`config.mk`:
```
export PLATFORM = sky130hd
export DESIGN_NAME = rpw_top
export DESIGN_NICKNAME = d
export VERILOG_FILES = /design/src/common/rpw_pkg.sv /design/src/hw/rpw_sync3.sv /design/src/hw/rpw_top.sv
export VERILOG_INCLUDE_DIRS = /design/src /design/src/common
export SDC_FILE = /design/constraint.sdc
export NUM_CORES = 1
export LEC_CHECK = 0
export BUFFER_PORTS_ARGS = -buffer_cell sky130_fd_sc_hd__buf_2
export CAP_MARGIN = 15
export CORE_AREA = 2 2 63 65
export CTS_BUF_LIST = sky130_fd_sc_hd__clkbuf_2
export DETAILED_ROUTE_END_ITERATION = 8
export DIE_AREA = 0 0 65 67
export HOLD_SLACK_MARGIN = 0.08
export PLACE_DENSITY = 0.81
export RECOVER_POWER = 100
export SYNTH_ARGS = -nofsm -noshare
export SYNTH_HDL_FRONTEND = slang
export SYNTH_SLANG_ARGS = --single-unit
```
`constraint.sdc`:
```
create_clock -name core_clk -period 2.1 [get_ports core_clk]
set_input_delay 0.105 -clock core_clk [delete_from_list [all_inputs] [get_ports core_clk]]
set_output_delay 0.105 -clock core_clk [all_outputs]
set_load 0.02 [all_outputs]
```
`src/common/rpw_consts.svh`:
```
/*
  constants for the rtc pin and wake control block.
  assumes it is included by bare name from package and design files.
*/
`ifndef RPW_CONSTS_SVH
`define RPW_CONSTS_SVH
`define RPW_ADDR_W        16
`define RPW_RTC_BASE      16'h1900
`define RPW_RTC_LAST      16'h197f
`define RPW_PMGT_ADDR     16'h1928
`define RPW_PMGT_CLKOUT_BIT 0
`define RPW_PMGT_WAKEOUT_BIT 1
`define RPW_PMGT_RESET    16'h0000
`define RPW_WAKE_ACTIVE   1'b0
`define RPW_WAKE_BLANK    3'd5
`endif

```
`src/common/rpw_pkg.sv`:
```
/*
  types for the rtc pin and wake control block.
  assumes rpw_consts.svh is on the include path.
*/
`include "rpw_consts.svh"
package rpw_pkg;
  typedef struct packed {
    logic req;
    logic wr;
    logic [`RPW_ADDR_W-1:0] addr;
    logic [15:0] wdata;
  } rpw_io_req_s;
  typedef struct packed {
    logic o;
    logic oe;
  } rpw_pin_out_s;
  typedef enum logic [1:0] {
    WK_INPUT,
    WK_OUT_IDLE,
    WK_OUT_PULL
  } rpw_wake_e;
endpackage : rpw_pkg

```
`src/hw/rpw_sync3.sv`:
```
/*
  three-flop synchroniser with agreement of the last two stages.
  assumes a single clock and synchronous active-high reset.
*/
`timescale 1ns/1ps
module rpw_sync3 #(
  parameter logic RST_VAL = 1'b0
) (
  input  wire logic core_clk,
  input  wire logic sys_rst,
  input  wire logic din,
  output logic      dout
);
  logic [2:0] sh_reg;
  logic [2:0] sh_next;
  logic       out_reg;
  logic       out_next;

  always_comb begin
    sh_next  = {sh_reg[1:0], din};
    // first stage only feeds the second
    out_next = (sh_reg[2] == sh_reg[1]) ? sh_reg[2] : out_reg;
  end

  always_ff @(posedge core_clk) begin
    if (sys_rst) begin
      sh_reg  <= {3{RST_VAL}};
      out_reg <= RST_VAL;
    end else begin
      sh_reg  <= sh_next;
      out_reg <= out_next;
    end
  end

  assign dout = out_reg;
endmodule : rpw_sync3

```
`src/hw/rpw_top.sv`:
```
/*
  rtc pin and wake control: access gating of the rtc window, clock output pin
  enable, and the two-way wake pin.
  assumes osc_running, the rtc clock level, the wake pin level and the alarm come
  from other domains or pins; the io request comes from core_clk logic.
*/
`timescale 1ns/1ps
`include "rpw_consts.svh"
module rpw_top
  import rpw_pkg::*;
(
  input  wire logic         core_clk,
  input  wire logic         sys_rst,
  input  wire rpw_io_req_s  io_req,
  output logic              io_ack,
  output logic              io_blocked,
  output logic [15:0]       io_rdata,
  output logic              rtc_sel,
  input  wire logic         osc_running,
  input  wire logic         rtc_clk_level,
  input  wire logic         alarm_in,
  output rpw_pin_out_s      rtc_clock_output_pin,
  input  wire logic         wake_pin_i,
  output logic              wake_pin_o,
  output logic              wake_pin_oe,
  output logic              core_wake
);

  ////////////////////////////////////////////////////////////////////////////
  logic osc_ok;
  logic rtc_clk_s;
  logic alarm_s;
  logic wake_s;

  rpw_sync3 #(.RST_VAL(1'b0)) u_osc (.core_clk(core_clk), .sys_rst(sys_rst), .din(osc_running), .dout(osc_ok));
  rpw_sync3 #(.RST_VAL(1'b0)) u_clk (.core_clk(core_clk), .sys_rst(sys_rst), .din(rtc_clk_level), .dout(rtc_clk_s));
  rpw_sync3 #(.RST_VAL(1'b0)) u_alm (.core_clk(core_clk), .sys_rst(sys_rst), .din(alarm_in), .dout(alarm_s));
  // idle pin level is high (pulled up), so reset to high to avoid a false wake
  rpw_sync3 #(.RST_VAL(1'b1)) u_wak (.core_clk(core_clk), .sys_rst(sys_rst), .din(wake_pin_i), .dout(wake_s));

  ////////////////////////////////////////////////////////////////////////////
  function automatic logic in_rtc(input logic [`RPW_ADDR_W-1:0] a);
    in_rtc = (a >= `RPW_RTC_BASE) && (a <= `RPW_RTC_LAST);
  endfunction : in_rtc

  logic [15:0] rtc_power_management_reg;
  logic [15:0] rtc_power_management_next;
  logic        ack_reg;
  logic        ack_next;
  logic        blk_reg;
  logic        blk_next;
  logic [15:0] rdata_reg;
  logic [15:0] rdata_next;
  logic        hit;
  logic        pm_hit;

  always_comb begin
    hit        = io_req.req && in_rtc(io_req.addr);
    pm_hit     = hit && osc_ok && (io_req.addr == `RPW_PMGT_ADDR);
    rtc_power_management_next = rtc_power_management_reg;
    ack_next   = hit && osc_ok;
    blk_next   = hit && !osc_ok;
    rdata_next = 16'h0000;
    if (pm_hit && io_req.wr) begin
      rtc_power_management_next = io_req.wdata;
    end else if (pm_hit) begin
      rdata_next = rtc_power_management_reg;
    end
  end

  always_ff @(posedge core_clk) begin
    if (sys_rst) begin
      rtc_power_management_reg <= `RPW_PMGT_RESET;
      ack_reg   <= 1'b0;
      blk_reg   <= 1'b0;
      rdata_reg <= 16'h0000;
    end else begin
      rtc_power_management_reg <= rtc_power_management_next;
      ack_reg   <= ack_next;
      blk_reg   <= blk_next;
      rdata_reg <= rdata_next;
    end
  end

  assign io_ack     = ack_reg;
  assign io_blocked = blk_reg;
  assign io_rdata   = rdata_reg;
  // rtc core sees a select only while its oscillator runs
  assign rtc_sel    = hit && osc_ok;

  ////////////////////////////////////////////////////////////////////////////
  logic       rtc_clock_output_enable;
  logic       wake_out_mode;
  always_comb begin
    rtc_clock_output_enable = rtc_power_management_reg[`RPW_PMGT_CLKOUT_BIT];
    wake_out_mode           = rtc_power_management_reg[`RPW_PMGT_WAKEOUT_BIT];
  end
  // clock is resampled on core_clk: jitter of one core period is the trade-off
  // a disabled pin keeps o quiet so nothing toggles behind the tri-state
  always_comb begin
    rtc_clock_output_pin.o  = rtc_clock_output_enable ? rtc_clk_s : 1'b0;
    rtc_clock_output_pin.oe = rtc_clock_output_enable;
  end

  ////////////////////////////////////////////////////////////////////////////
  rpw_wake_e wk_reg;
  rpw_wake_e wk_next;
  logic      cw_reg;
  logic      cw_next;
  logic [2:0] blank_reg;
  logic [2:0] blank_next;

  always_comb begin
    wk_next = wk_reg;
    case (wk_reg)
      WK_INPUT: begin
        if (wake_out_mode) wk_next = alarm_s ? WK_OUT_PULL : WK_OUT_IDLE;
      end
      WK_OUT_IDLE: begin
        if (!wake_out_mode) wk_next = WK_INPUT;
        else if (alarm_s) wk_next = WK_OUT_PULL;
      end
      WK_OUT_PULL: begin
        if (!wake_out_mode) wk_next = WK_INPUT;
        else if (!alarm_s) wk_next = WK_OUT_IDLE;
      end
      default: wk_next = WK_INPUT;
    endcase
    // own pull would read back as a wake, so only input mode wakes the core;
    // the synchroniser still holds the pulled level for a few edges after
    // leaving output mode, so wakes are blanked until it has flushed
    if (wk_reg != WK_INPUT) begin
      blank_next = `RPW_WAKE_BLANK;
    end else if (blank_reg != 3'd0) begin
      blank_next = blank_reg - 3'd1;
    end else begin
      blank_next = 3'd0;
    end
    cw_next = (wk_reg == WK_INPUT) && (blank_reg == 3'd0) && (wake_s == `RPW_WAKE_ACTIVE);
  end

  always_ff @(posedge core_clk) begin
    if (sys_rst) begin
      wk_reg <= WK_INPUT;
      cw_reg <= 1'b0;
      blank_reg <= 3'd0;
    end else begin
      wk_reg <= wk_next;
      cw_reg <= cw_next;
      blank_reg <= blank_next;
    end
  end

  assign wake_pin_o  = 1'b0;
  assign wake_pin_oe = (wk_reg == WK_OUT_PULL);
  assign core_wake   = cw_reg;
endmodule : rpw_top

```
==> flow_summary_export.csv <==
group,metric,value,unit
outcome,status,"complete, no violations",
sta,period_needed,1.93,ns
detailed_routing,drtIter0Drc,82,
cts,sink_count,56,
sta,fin_worst_skew,0.0220,ns
worst_setup_path,crit_path_cell_trace,"dlygate4sd3_1, buf_2, nor2b_1, dlygate4sd3_1, nand3_1, dlygate4sd3_1, nor3_1",
synth,ys_ff_latch,56,
cells_and_area,antenna-diode-count,0,
global_route,number_of_global_route_vias_before_repair,1571,
sta,final-setup-viol-count,0,
global_route,antenna_found_initial,0,
worst_setup_path,cpMaxStageDelayCell,"dlygate4sd3_1",
cts,postcts_setup_bufs,0,
cts,worst_setup_hold_path_clk_slew,0.27,ns
sta,worst_pin_slew,0.677,ns
cells_and_area,nets,318,
detailed_routing,num_vias,1579,
worst_setup_path,slack_of_the_worst_reg_to_reg_path,0.41,ns
global_route,grt_start_max_net_pins,42,
cts,cts-root-buf,"clkbuf_2",
sta,fmaxAchievable,518,MHz
pwr,p_leak,0.973,nW
cts,ctsHtreeMaxLevel,2,
detailed_routing,antenna_left,0,
min_path,worst_hold_path_type,"input pin to flip-flop",
cells_and_area,fillCellCount,322,
sta,finalHoldViolCount,0,
synth,postSynthNetCount,235,
floorplan,die_y,67,µm
sta,hold-worst-slack,0.0824,ns
synth,synth_sequential_area_ratio,57.9,%
worst_setup_path,critPathArrivalTime,2.30,ns
placed_design,gp_congestion,0.794,
global_route,grt_use_total,19.1,%
global_route,overflow,0,
cts,tritoncts_clock_tree,"done",
floorplan,floorplan.initialDensity,53.7,%
detailed_routing,routed_wire_length_per_instance,11.5,µm
worst_setup_path,worst-endpoint-required,2.47,ns
worst_setup_path,start_kind,"input pin",
worst_setup_path,critical_path.endpoint_type,"flip-flop",
floorplan,std_cell_rows,22,
global_route,grt_first_pass_wirelength,6.33,mm
floorplan,die-area,0.00436,mm²
synth,netlist-cell-type-count,31,
pwr,power_density,642,mW/mm²
worst_setup_path,critical_path.most_common_cell,"dlygate4sd3_1",
sta,final-max-slew-violation-count,0,
floorplan,die_w,65,µm
placed_design,portBuffers,62,
synth,netlist_area,0.00194,mm²
detailed_routing,drt_pre_antenna_iters,4,
worst_setup_path,cp_slowest_stage_delay,0.59,ns
pwr,vdd_drop_max,0.000515,V
run,max_cap_viol_count,0,
cts,clock_buffers_created_by_tritoncts,5,
synth,postSynthCellCount,192,
detailed_routing,drt-vias-per-instance,4.87,
floorplan,core_area,0.00361,mm²
worst_setup_path,path_class,"input pin to flip-flop",
sta,max_slew_margin,54.5,%
synth,yosys_warnings,0,
detailed_routing,finalWirelength,3.74,mm
detailed_routing,drc_errors,0,
cts,clock_latency_on_the_worst_skew_pair,0.44,ns
cells_and_area,areaGrowthSynthToFinish,29.4,%
sta,fin_tns_setup,0,ns
floorplan,boundary_pin_count,64,
sta,post-route-period-util,91.9,%
placed_design,hpwlAfterDp,2.30,mm
sta,grt_setup_unrepaired,"false",
cells_and_area,final_layout_size_suffix_gt1_share,21.4,%
synth,post_synthesis_mean_instance_area,10.1,µm²
cts,clock_path_buffers,2,
worst_setup_path,worst-path-max-fanout,2,
[power breakdown]
group	internal, mW	switching [mW]
logic	0.0716	0.0462
registers	1.08	0.00458
clock network	0.0890	0.317
total	1.24	0.368
[metrics by stage]
step | instances | total power [mW] | area [µm²] | utilization [%] | worst slack (ns)
finish | 324 | 1.61 | 2500 | 69.5 | 0.170
global route | 324 | 1.68 | 2500 | 69.5 | 0.0426
CTS | 324 | 1.62 | 2540 | 70.5 | 0.0973
detailed placement | 292 | 1.19 | 2250 | 62.5 | 0.441
global placement | 292 | 1.19 | 2250 | 62.5 | 0.480
floorplan | 192 | 1.14 | 1940 | - | 0.837
[metal layers]
metal	global-route usage, %	vias to the layer above	part of all wire [%]
met5	0	-	0
met4	8.51	0	1.3
met3	4.39	6	6.2
met2	37.5	56	52
met1	18.8	708	41
li1	-	809	-
[critical path: cells and delay by family]
family / cells / cell delay, ns
buf+inv: 4 / 1.80
simple gates: 3 / 0.40
[final timing paths]
kind | start | endpoint | cells past startpoint
setup reg to reg | u_osc.dout$_SDFFE_PP0N_ | io_rdata[8]$_SDFF_PP0_ | 4
setup / recovery | io_req[25] | io_blocked$_SDFF_PP0_ | 7
hold reg to reg | u_alm.sh_reg[0]$_SDFF_PP0_ | u_alm.sh_reg[1]$_SDFF_PP0_ | 1
hold / removal | io_req[19] | io_rdata[0]$_SDFF_PP0_ | 4
[cell type report]
cell class / instances / area, µm² / area share [%]
flip-flops and latches: 56 / 1120 / 44.8
multi-input cells: 117 / 713 / 28.5
clock inverters: 2 / 16.3 / 0.649
inverters: 7 / 30.0 / 1.20
repair buffers: 88 / 534 / 21.3
clock buffers: 6 / 30.0 / 1.20
well taps: 48 / 60.1 / 2.40
[synthesized netlist by cell type]
cell	n	area (µm²)
buf_2	1	5.00
ha_1	3	37.5
nor4_4	1	21.3
buf_4	3	22.5
a2111oi_0	2	17.5
nor2b_1	11	68.8
nor4b_2	1	15.0
nor3_1	1	5.00
o21ai_0	19	95.1
buf_1	1	3.75
inv_1	6	22.5
nand4_1	1	6.26
and2_1	17	106
o21bai_1	1	7.51
dfxtp_1	56	1120
nor2_1	8	30.0
nor4b_4	1	23.8
clkbuf_1	5	18.8
clkinv_1	1	3.75
nor4b_1	1	8.76
or2_2	4	25.0
conb_1	1	3.75
a21oi_1	20	100
and4_1	1	8.76
nand4_4	1	21.3
and4bb_2	1	12.5
nand3_1	18	90.1
buf_6	1	11.3
clkbuf_2	1	5.00
nand2_1	3	11.3
nor4_1	1	6.26
[cells in the final DEF, fill, tap and decap left out, types with 2 or more instances in the layout]
cell,synthesis,routed
a2111oi_0,2,2
a21oi_1,20,20
and2_0,0,12
and2_1,17,5
buf_2,1,39
clkbuf_1,5,23
clkbuf_2,1,7
clkinvlp_4,0,2
dfxtp_1,56,56
dlygate4sd3_1,0,24
ha_1,3,3
inv_1,6,6
nand2_1,3,3
nand3_1,18,18
nor2_1,8,8
nor2b_1,11,11
o21ai_0,19,19
or2_2,4,4
[logic make-up after synthesis]
group | Yosys count | share of synthesized area (%)
buffers and inverters | 19 | 4.78
other | 1 | 0.194
AO/OA/AOI/OAI | 42 | 11.4
AND/OR/NAND/NOR | 71 | 23.8
adder cells (fa/ha/maj) | 3 | 1.94
flip-flops | 56 | 57.9
[repair_timing]
item	CTS	global route
hold buffers	24	0
endpoints found under the hold margin	28	0
endpoints found under the setup margin	0	1
gates resized for setup	0	1
(Power assumes the default switching activity.)
